<file path="src/rtl/ctm_map.svh">
// Register offsets, field positions, reset values and counts of the compact timer.
`ifndef CTM_MAP_SVH
`define CTM_MAP_SVH
`define CTM_OFF_CTRL0     12'h000
`define CTM_OFF_CTRL1     12'h004
`define CTM_OFF_CNT_LO    12'h008
`define CTM_OFF_CNT_HI    12'h00c
`define CTM_OFF_CMPA_LO   12'h010
`define CTM_OFF_CMPA_HI   12'h014
`define CTM_OFF_STATUS    12'h018
`define CTM_C0_ON         3
`define CTM_C0_RP_HI      2
`define CTM_C0_RP_LO      0
`define CTM_C1_MODE_HI    7
`define CTM_C1_MODE_LO    6
`define CTM_C1_IO_HI      5
`define CTM_C1_IO_LO      4
`define CTM_C1_OC         3
`define CTM_C1_POL        2
`define CTM_C1_DPX        1
`define CTM_C1_CCLR       0
`define CTM_ST_AF         0
`define CTM_ST_PF         1
`define CTM_RST_BYTE      8'h00
`define CTM_RST_CNT       10'h000
`define CTM_RST_CMPA      10'h000
`define CTM_CNT_MAX       10'h3ff
`define CTM_PERIOD_LSB    7
`define CTM_ADDR_HI       11
`define CTM_ADDR_LO       2
`endif

</file>
<file path="src/rtl/ctm_pkg.sv">
// Types shared by the compact timer design.
package ctm_pkg;
   typedef enum logic [1:0] {
      CTM_MODE_CMP = 2'h0,
      CTM_MODE_UND = 2'h1,
      CTM_MODE_PWM = 2'h2,
      CTM_MODE_TMR = 2'h3
   } ctm_mode_t;

   typedef struct packed {
      ctm_mode_t  mode;
      logic [1:0] pin_function;
      logic       output_control;
      logic       output_polarity;
      logic       period_duty_swap;
      logic       clear_select;
   } ctm_ctrl1_t;

   typedef struct packed {
      logic       timer_enable;
      logic [2:0] period_compare_value;
   } ctm_ctrl0_t;
endpackage

</file>
<file path="src/rtl/ctm_compact_timer.sv">
// Compact 10-bit timer with compare match, PWM and timer modes behind an APB slave.
//
// Design decisions made here: the APB interface to the registers and the placing of the registers.
`include "ctm_map.svh"
module ctm_compact_timer
   import ctm_pkg::*;
(
   // Clock and reset.
   input  wire logic        REF_CLK,
   input  wire logic        RESET_N,
   // APB slave.
   input  wire logic        PSEL,
   input  wire logic        PENABLE,
   input  wire logic        PWRITE,
   input  wire logic [11:0] PADDR,
   input  wire logic [31:0] PWDATA,
   output logic             PREADY,
   output logic [31:0]      PRDATA,
   output logic             PSLVERR,
   // Selected timer clock tick, one cycle wide.
   input  wire logic        TICK,
   // Timer output pin.
   output logic             TIMER_OUT,
   output logic             TIMER_OUT_EN_N
);

   ctm_ctrl0_t  ctrl0;
   ctm_ctrl1_t  ctrl1;
   logic [9:0]  compare_a_value;
   logic [9:0]  count;
   logic        match_a_flag;
   logic        match_p_flag;
   logic        enable_q;
   logic        pin_level;
   logic        pwm_active;
   logic        setup_ok;
   logic        wr_en;
   logic        rd_en;
   logic        addr_ok;
   logic [31:0] next_rdata;
   logic        enable_rise;
   logic        tick_run;
   logic        match_a;
   logic        match_p;
   logic        at_max;
   logic        pwm_mode;
   logic        cmp_mode;
   logic        clear_cnt;
   logic        set_af;
   logic        set_pf;
   logic [10:0] duty_val;
   logic [10:0] period_val;
   logic        next_pin;
   logic        next_active;

   // The first access cycle is the one wait state; the access takes effect at its end.
   assign setup_ok = PSEL & PENABLE & ~PREADY;
   assign wr_en    = setup_ok & PWRITE & addr_ok;
   assign rd_en    = setup_ok & ~PWRITE;

   // Read mux; unmapped addresses answer with an error and zero data.
   always_comb begin
      next_rdata = 32'h0000_0000;
      addr_ok    = 1'b1;
      unique case (PADDR)
         `CTM_OFF_CTRL0:   next_rdata[3:0] = ctrl0;
         `CTM_OFF_CTRL1:   next_rdata[7:0] = ctrl1;
         `CTM_OFF_CNT_LO:  next_rdata[7:0] = count[7:0];
         `CTM_OFF_CNT_HI:  next_rdata[1:0] = count[9:8];
         `CTM_OFF_CMPA_LO: next_rdata[7:0] = compare_a_value[7:0];
         `CTM_OFF_CMPA_HI: next_rdata[1:0] = compare_a_value[9:8];
         `CTM_OFF_STATUS: begin
            next_rdata[`CTM_ST_AF] = match_a_flag;
            next_rdata[`CTM_ST_PF] = match_p_flag;
         end
         default:          addr_ok = 1'b0;
      endcase
   end

   // Bus answer registers.
   always_ff @(posedge REF_CLK or negedge RESET_N) begin
      if (!RESET_N) begin
         PREADY  <= 1'b0;
         PRDATA  <= 32'h0000_0000;
         PSLVERR <= 1'b0;
      end else begin
         PREADY  <= setup_ok;
         PSLVERR <= setup_ok & ~addr_ok;
         if (rd_en) begin
            PRDATA <= next_rdata;
         end
      end
   end

   // Control and compare registers; software should stop the timer before mode changes.
   always_ff @(posedge REF_CLK or negedge RESET_N) begin
      if (!RESET_N) begin
         ctrl0           <= ctm_ctrl0_t'(`CTM_RST_BYTE);
         ctrl1           <= ctm_ctrl1_t'(`CTM_RST_BYTE);
         compare_a_value <= `CTM_RST_CMPA;
      end else if (wr_en) begin
         unique case (PADDR)
            `CTM_OFF_CTRL0:   ctrl0 <= PWDATA[3:0];
            `CTM_OFF_CTRL1:   ctrl1 <= PWDATA[7:0];
            `CTM_OFF_CMPA_LO: compare_a_value[7:0] <= PWDATA[7:0];
            `CTM_OFF_CMPA_HI: compare_a_value[9:8] <= PWDATA[1:0];
            default:          ;
         endcase
      end
   end

   // Comparator and mode decode.
   assign enable_rise = ctrl0.timer_enable & ~enable_q;
   assign tick_run    = ctrl0.timer_enable & enable_q & TICK;
   assign match_a     = (count == compare_a_value);
   // Period hit on the tick that would carry the count into the coded multiple of 128.
   assign match_p     = (count[`CTM_PERIOD_LSB-1:0] == 7'h7f)
                        && (3'(count[9:`CTM_PERIOD_LSB] + 3'h1)
                            == ctrl0.period_compare_value);
   assign at_max      = (count == `CTM_CNT_MAX);
   assign pwm_mode    = (ctrl1.mode == CTM_MODE_PWM);
   assign cmp_mode    = (ctrl1.mode == CTM_MODE_CMP);

   // Clear and flag events, evaluated on the tick that leaves the matching count.
   always_comb begin
      clear_cnt = 1'b0;
      set_af    = 1'b0;
      set_pf    = 1'b0;
      if (tick_run) begin
         if (pwm_mode) begin
            set_af = match_a;
            set_pf = match_p;
            if (ctrl1.period_duty_swap) begin
               clear_cnt = match_a | at_max;
            end else begin
               clear_cnt = match_p | at_max;
            end
         end else if (ctrl1.clear_select) begin
            set_af    = match_a & (compare_a_value != `CTM_RST_CMPA);
            clear_cnt = set_af | at_max;
         end else begin
            set_af    = match_a;
            set_pf    = match_p;
            clear_cnt = match_p | at_max;
         end
      end
   end

   // Counter: zeroed on enable rise, held while off, counts on ticks.
   always_ff @(posedge REF_CLK or negedge RESET_N) begin
      if (!RESET_N) begin
         count    <= `CTM_RST_CNT;
         enable_q <= 1'b0;
      end else begin
         enable_q <= ctrl0.timer_enable;
         if (enable_rise) begin
            count <= `CTM_RST_CNT;
         end else if (clear_cnt) begin
            count <= `CTM_RST_CNT;
         end else if (tick_run) begin
            count <= count + 10'h001;
         end
      end
   end

   // Match flags: hardware set wins over a software write-one-to-clear.
   always_ff @(posedge REF_CLK or negedge RESET_N) begin
      if (!RESET_N) begin
         match_a_flag <= 1'b0;
         match_p_flag <= 1'b0;
      end else begin
         if (set_af) begin
            match_a_flag <= 1'b1;
         end else if (wr_en && PADDR == `CTM_OFF_STATUS && PWDATA[`CTM_ST_AF]) begin
            match_a_flag <= 1'b0;
         end
         if (set_pf) begin
            match_p_flag <= 1'b1;
         end else if (wr_en && PADDR == `CTM_OFF_STATUS && PWDATA[`CTM_ST_PF]) begin
            match_p_flag <= 1'b0;
         end
      end
   end

   // PWM duty and period as counts; code zero stands for 1024 clocks.
   always_comb begin
      if (ctrl1.period_duty_swap) begin
         period_val = {1'b0, compare_a_value} + 11'h001;
         duty_val   = (ctrl0.period_compare_value == 3'h0) ? 11'h400
                      : {1'b0, ctrl0.period_compare_value, 7'h00};
      end else begin
         period_val = (ctrl0.period_compare_value == 3'h0) ? 11'h400
                      : {1'b0, ctrl0.period_compare_value, 7'h00};
         duty_val   = {1'b0, compare_a_value};
      end
   end

   // Waveform active while the count is below the duty, or always at full duty.
   assign next_active = (duty_val >= period_val) | ({1'b0, count} < duty_val);

   // Pin level per mode.
   always_comb begin
      next_pin = pin_level;
      if (enable_rise) begin
         next_pin = ctrl1.output_control;
      end else if (cmp_mode && set_af) begin
         unique case (ctrl1.pin_function)
            2'h0: next_pin = pin_level;
            2'h1: next_pin = 1'b0;
            2'h2: next_pin = 1'b1;
            2'h3: next_pin = ~pin_level;
         endcase
      end else if (pwm_mode) begin
         unique case (ctrl1.pin_function)
            2'h0: next_pin = ~ctrl1.output_control;
            2'h1: next_pin = ctrl1.output_control;
            2'h2: next_pin = pwm_active ~^ ctrl1.output_control;
            2'h3: next_pin = pin_level;
         endcase
      end
   end

   // Pin state, polarity and enable registers; timer mode releases the pin.
   always_ff @(posedge REF_CLK or negedge RESET_N) begin
      if (!RESET_N) begin
         pin_level      <= 1'b0;
         pwm_active     <= 1'b0;
         TIMER_OUT      <= 1'b0;
         TIMER_OUT_EN_N <= 1'b1;
      end else begin
         pwm_active     <= next_active & ctrl0.timer_enable;
         pin_level      <= next_pin;
         TIMER_OUT      <= next_pin ^ ctrl1.output_polarity;
         TIMER_OUT_EN_N <= ~(cmp_mode | pwm_mode);
      end
   end

endmodule

</file>
<file path="config.mk">
export PLATFORM = sky130hd
export DESIGN_NAME = ctm_compact_timer
export DESIGN_NICKNAME = d
export VERILOG_FILES = /design/src/rtl/ctm_pkg.sv /design/src/rtl/ctm_compact_timer.sv
export VERILOG_INCLUDE_DIRS = /design/src /design/src/rtl
export SDC_FILE = /design/constraint.sdc
export NUM_CORES = 1
export LEC_CHECK = 0
export CORE_AREA = 2 2 97 99
export DETAILED_ROUTE_END_ITERATION = 8
export DIE_AREA = 0 0 99 101
export DONT_BUFFER_PORTS = 1
export HOLD_SLACK_MARGIN = 0.15
export PLACE_DENSITY_LB_ADDON = 0.2
export SLEW_MARGIN = 40
export SYNTH_ARGS = -nofsm -noshare
export SYNTH_HDL_FRONTEND = slang
export SYNTH_SLANG_ARGS = --single-unit
</file>
<file path="constraint.sdc">
create_clock -name REF_CLK -period 3.4 [get_ports REF_CLK]
set_clock_uncertainty 0.05 [all_clocks]
set_input_delay 0.34 -clock REF_CLK [delete_from_list [all_inputs] [get_ports REF_CLK]]
set_output_delay 0.34 -clock REF_CLK [all_outputs]
set_load 0.005 [all_outputs]
</file>
== Word-level counts from Yosys, hierarchy flattened ==
Index checks and enable logic that the tools add are counted.
Storage, ports and cells
  output and inout port bits: 36
  bits in registers: 49
  input bits: 50
Operators by class
  reductions and logical operators: 18
  equal/unequal tests: 14
  bitwise gates (word level): 25
  mux-type cells: 29
  magnitude comparators: 2
  $add $sub $neg: 3
Operators with widths (count)
  $eq 12x5->1 const B: 3
  $mux 11: 3
  $mux 10: 3
  $eq 12x4->1 const B: 2
  $mux 1: 18
  $pmux 2 s7: 1
  $eq 12x3->1 const B: 1
  $logic_not 12->1: 1
  $pmux 4 s3: 1
  $add 10x1->11 const B: 1
  $and 1x1->1: 11
  $ge 11x11->1: 1
  $lt 10x11->1: 1
  $add 10x1->10 const B: 1
  $eq 10x10->1: 1
  $eq 10x10->1 const B: 1
  $reduce_bool 10->1: 1
  $pmux 1 s4: 2
  $pmux 2 s4: 1
  $reduce_and 2->1: 4
  $eq 7x7->1 const B: 1
  $not 1->1: 7
  $reduce_or 7->1: 1
  $eq 2x2->1 const B: 3
  11 further kinds: 21

== Longest topological paths before layout ==
  depth after elaboration: 9
  depth in mapped cells: 12

== Worst setup path before layout ==
Ideal clock, no wire load.
  path kind: reg-to-reg
  from: register compare_a_value[2]
  to: register pwm_active
  clock period less this slack: 2.412 ns
  required time: 3.229 ns
  setup time: 0.121 ns
  cell stages (with the launch flop): 13
  slack: 0.988 ns
  arrival: 2.241 ns
  cell sequence: dfrtp_1 clkbuf_1 and3_1 and3_1 nand3_1 xor2_1 nand2_1 o21ai_0 ha_1 and3_1 a21oi_1 o211ai_1 a22o_1
On the way
  word-level cells in the longest chain between the ends: 5
  elaborated cells on any way between the ends: 7
  classes of those cells: add/sub (1); order compare (2); mux (2); bitwise (2)
Ends and longest elaborated chain
  start, declared: RTL line ctm_compact_timer.sv:29  | logic [9:0] compare_a_value;
  start signal, assigned: RTL line ctm_compact_timer.sv:100  | compare_a_value <= `CTM_RST_CMPA;
  start signal, assigned: RTL line ctm_compact_timer.sv:105  | `CTM_OFF_CMPA_LO: compare_a_value[7:0] <= PWDATA[7:0];
  $add 10x1->11: RTL line ctm_compact_timer.sv:188  | period_val = {1'b0, compare_a_value} + 11'h001;
  $mux 11: RTL line ctm_compact_timer.sv:187  | if (ctrl1.period_duty_swap) begin
  $ge 11x11->1: RTL line ctm_compact_timer.sv:199  | assign next_active = (duty_val >= period_val) | ({1'b0, count} < duty_val);
  $or 1x1->1 (*): RTL line ctm_compact_timer.sv:199
  $and 1x1->1 (*): RTL line ctm_compact_timer.sv:231  | pwm_active <= next_active & ctrl0.timer_enable;
  end signal, assigned: RTL line ctm_compact_timer.sv:231
  end, declared: RTL line ctm_compact_timer.sv:35  | logic pwm_active;
Mark *: on every way between the ends. The rest lies on a longest branch, timed or not.
A chain may end at the register's enable or synchronous reset.

== Worst setup path after layout ==
Same ends and word-level chain as after synthesis.

==> flow_results.org <==
** Yosys
- Yosys mapped a number of flops with a built-in enable equal to 0.
- Mean instance size in the synthesized netlist :: around 9.0 sq um
- Sequential elements use 34.9% of the synthesized area.
- Async set-reset flop share out of synthesis :: between 90% and 100%
- Share of the synthesized area in the top cell type :: 34.2%
- After synthesis, the cell types taking the most area are sky130_fd_sc_hd__dfrtp_1, sky130_fd_sc_hd__ha_1, sky130_fd_sc_hd__mux2_2.
- The number of different library cells used by synthesis comes to 57.
- Cell taking the most area after synthesis :: sky130_fd_sc_hd__dfrtp_1
- For this run, the number of Yosys warnings is 0.
- Post-Synthesis Cell Area :: 3520 sq um
- After synthesis the netlist holds a flip-flop and latch count of 49.
- Most frequently used flop master after synthesis :: sky130_fd_sc_hd__dfrtp_1
- In the synthesized netlist, the number of instances is slightly below 400.

** Critical path
- Data arrival, critical path :: 2850 ps
- STA puts the critical path data required time at 3540 ps.
- End point of the critical path :: pwm_active$_DFF_PN0_
- In this run the critical register-to-register path is launched from compare_a_value[2]$_DFFE_PN0P_.
- The endpoint identified for the worst register-to-register timing path is pwm_active$_DFF_PN0_.
- Along the worst path, the maximum fanout reaches 9.
- Reg2Reg Depth :: 11
- The critical path contains buffers and inverters numbering 0 combined.
- Instance count on the critical path :: 11
- CP endpoint kind :: flop
- Worst setup path startpoint :: compare_a_value[2]$_DFFE_PN0P_
- Family with the most delay on the worst path :: simple AND/OR/NAND/NOR gates
- Counting stages on the worst path, the most repeated cell is sky130_fd_sc_hd__and3_1.
- Maximum cell stage delay along the critical path :: about 540 ps
- The worst setup path is launched from a flop.
- The largest individual stage delay along the critical path comes from the cell sky130_fd_sc_hd__dfrtp_1.
- The worst setup path is of the reg -> reg kind.
- Across all register-to-register paths, the minimum setup slack is 690 ps.
- Critical Path, Cell by Cell :: and3_1, and3_1, nand3_1, xor2_1, nand2_1, o21ai_0, ha_1, and3_1, a21oi_1, o211ai_1, a22o_1

** Route
- First DRT Iteration DRCs :: 205
- The pre-antenna-repair detailed-routing pass consisted of 4 iterations.
- After detailed routing, the number of remaining DRC violations is 0.
- Drt total wl :: 8.74 mm
- Routed via count :: roughly 2,800
- The detail route stage leaves a number of antenna-violating nets equal to 0.
- After detailed routing, the average wire length per cell comes to approximately 17 microns.
- DR vias/cell :: about 5.6

** STA
- Least-Margin Pin Slew :: ~600 ps
- Final setup violation count :: 0
- RSZ-0062 raised after global routing :: false
- The count of final hold-check violations was 0.
- The clock period could shrink to 2710 ps.
- Max Clk Rate :: 0.369 GHz
- Portion of the clock cycle consumed by the worst path in the final layout :: 79.7%
- Slew HR :: approximately three fifths
- Setup TNS after final layout :: 0 ps
- The final-report max-slew violation count was 0.
- Final setup slack of the worst path :: 691 ps
- The tightest hold path in the finished design has a slack of 175 ps.

** Floorplanning
- In this run the vertical extent of the chip is 101 microns.
- Floorplan die area :: 10000 sq um
- The floorplan has 35 rows.
- Floorplan core area :: 8980 sq um
- The initial utilization of the core area, before any placement, comes to 39.2%.
- 86 I/O pins were placed.
- The floorplan step set the die width to 99 microns.

** Finish
- The area growth from synthesis to layout is 6.58%.
- Multi-input gate area :: 2040 sq um
- Number of antenna cells inserted :: 0
- The sequential cells in the finished layout cover a total of between 1000 and 1500 sq um.
- Counting the fill cells in the layout gives 893.
- Fraction of final layout cells sized beyond drive strength 1 :: 10.4%
- Most common cell after layout, fill and taps aside :: sky130_fd_sc_hd__dfrtp_1
- Leaving out fill and tap cells, the most frequent cells in the layout are sky130_fd_sc_hd__dfrtp_1, sky130_fd_sc_hd__nand2_1, sky130_fd_sc_hd__nor2_1.
- Fin nets :: 461

** Global routing
- Number of global-route vias before repair :: 2,749
- Global routing finished with a remaining overflow of 0.
- Entering global routing, the biggest net connects 50 pins.
- The first global-routing pass estimated 14.2 mm of wire.
- The number of antenna violations at the first check in global routing came to 0.
- Across every metal layer, demand over resource in global routing totals 18.0%.

** Placement
- The congestion estimate from routability-driven global placement came to between 0.8 and 0.9.
- Port-buffer cells :: 0
- HPWL after detailed placement :: 6.43 mm
- Worst slack at placement :: 668 ps

** Clocking
- Register clock-pin slew on the reported worst setup and hold paths :: 90 ps
- In this run, CTS created clock tree buffers numbering 5.
- Number of sinks handled by clock tree synthesis :: a little under 50
- Once the clock tree was built, the resizer swapped 0 gates to a different size.
- TritonCTS built the clock tree.
- In this run the deepest clock path goes through 2 buffers.
- After clock tree synthesis, the flow added hold-fix buffers numbering 14.
- The H-tree was split into 2 levels.
- The later pin in the worst-skew pair is clocked with a latency of 300 ps.
- Buffers inserted during post-CTS setup optimization :: 0
- Buffer cell driving the clock tree root :: sky130_fd_sc_hd__clkbuf_8

** Power and ir drop
- Clock group share of total power :: 34.6%
- Net switching is 24.1% of the power.
- Net load switching power :: 241 uW
- Of the total power, registers draw 59.0%.
- Internal Power :: 757 uW
- Max IR drop VDD :: 0.135 mV
- P per Cell Area :: ~270 nW/um^2
- Combinational logic burns 6.4% of the power.
- In this run the static leakage power is 0.00171 uW.

** Run
- Max-cap violations in this run came to 0.

** Hold path
- Class of the tightest hold or removal check :: in -> reg

** Status
- Result of the run :: finished clean
## worst min-delay path by stage
stage	from	end	cells past startpoint
floorplan	RESET_N	PRDATA[0]$_DFFE_PN0P_	0
global placement	RESET_N	ctrl0[0]$_DFFE_PN0P_	0
detailed placement	RESET_N	compare_a_value[9]$_DFFE_PN0P_	0
CTS	PWDATA[1]	match_p_flag$_DFFE_PN0P_	2
global route	PWDATA[1]	match_p_flag$_DFFE_PN0P_	2
finish	PWDATA[1]	match_p_flag$_DFFE_PN0P_	2
## final cells by class
cell class              count  share of cell area (%)
flip-flops and latches     49                    32.7
repair buffers             20                    5.41
clock buffers               6                    1.94
well taps                 111                    3.70
inverters                  15                    1.50
clock inverters             2                   0.401
multi-input cells         301                    54.3
## flip-flops by register name, indices dropped and copies added, names as in the netlist
name	cells
PSLVERR	1
PREADY	1
compare_a_value	10
ctrl1	8
enable_q	1
match_a_flag	1
TIMER_OUT_EN_N	1
ctrl0	4
count	10
TIMER_OUT	1
match_p_flag	1
PRDATA	8
pwm_active	1
pin_level	1
## power by group through the flow
stage          sequential, uW  combinational (uW)  clock, uW
6_report                  588                64.4        345
5_1_grt                   589                73.5        380
4_1_cts                   589                65.2        360
3_5_place_dp              600                34.2          0
3_3_place_gp              600                33.6          0
2_1_floorplan             599                56.0          0
## worst register-to-register path, delay by kind of cell (launching register included)
family | cells | cell delay (ps)
XOR/XNOR | 1 | 160
adder cells (fa/ha/maj) | 1 | 310
flip-flops | 1 | 540
AO/OA/AOI/OAI | 4 | 640
AND/OR/NAND/NOR | 5 | 890
## per-stage QoR
step,std cells,utilization [%],power [uW],area (sq um)
6_report,504,41.8,998,3750
4_1_cts,504,41.8,1010,3750
5_1_grt,504,41.8,1040,3750
2_1_floorplan,413,-,655,3600
3_5_place_dp,482,39.0,634,3500
3_3_place_gp,482,39.0,634,3500
## metal layers
layer	share of wire, %	up-vias	wire length [microns]	track usage, %
li1	-	1362	-	-
met1	46	1338	4060	24.7
met2	47	94	4090	29.4
met3	6.0	8	528	3.95
met4	0.70	0	61	3.37
met5	0	-	0	0
## logic make-up after synthesis
logic type	Yosys count	synth area share, %
xor+xnor	20	4.98
buf+inv	63	9.68
mux	26	8.43
fa+ha+maj	20	7.04
flops	49	34.9
compound gates	85	15.9
simple gates	126	18.9
other cells	1	0.107
## synthesized netlist by cell type (all sizes together) (2+ instances only)
master,number
xor2,14
nor4,7
a211o,2
or4,2
a31oi,17
a22o,2
a41oi,2
nor3,4
a21oi,14
a22oi,6
and3,8
nand3b,9
nand2b,4
and2,3
nor2,26
clkbuf,18
dfrtp,48
o21ai,20
a211oi,4
nand3,11
xnor2,6
a222oi,2
buf,30
ha,19
nand4,5
nand2,38
a21o,4
o21a,2
nor2b,5
mux2i,6
inv,15
mux2,19
Power figures use the tool's default switching activity.
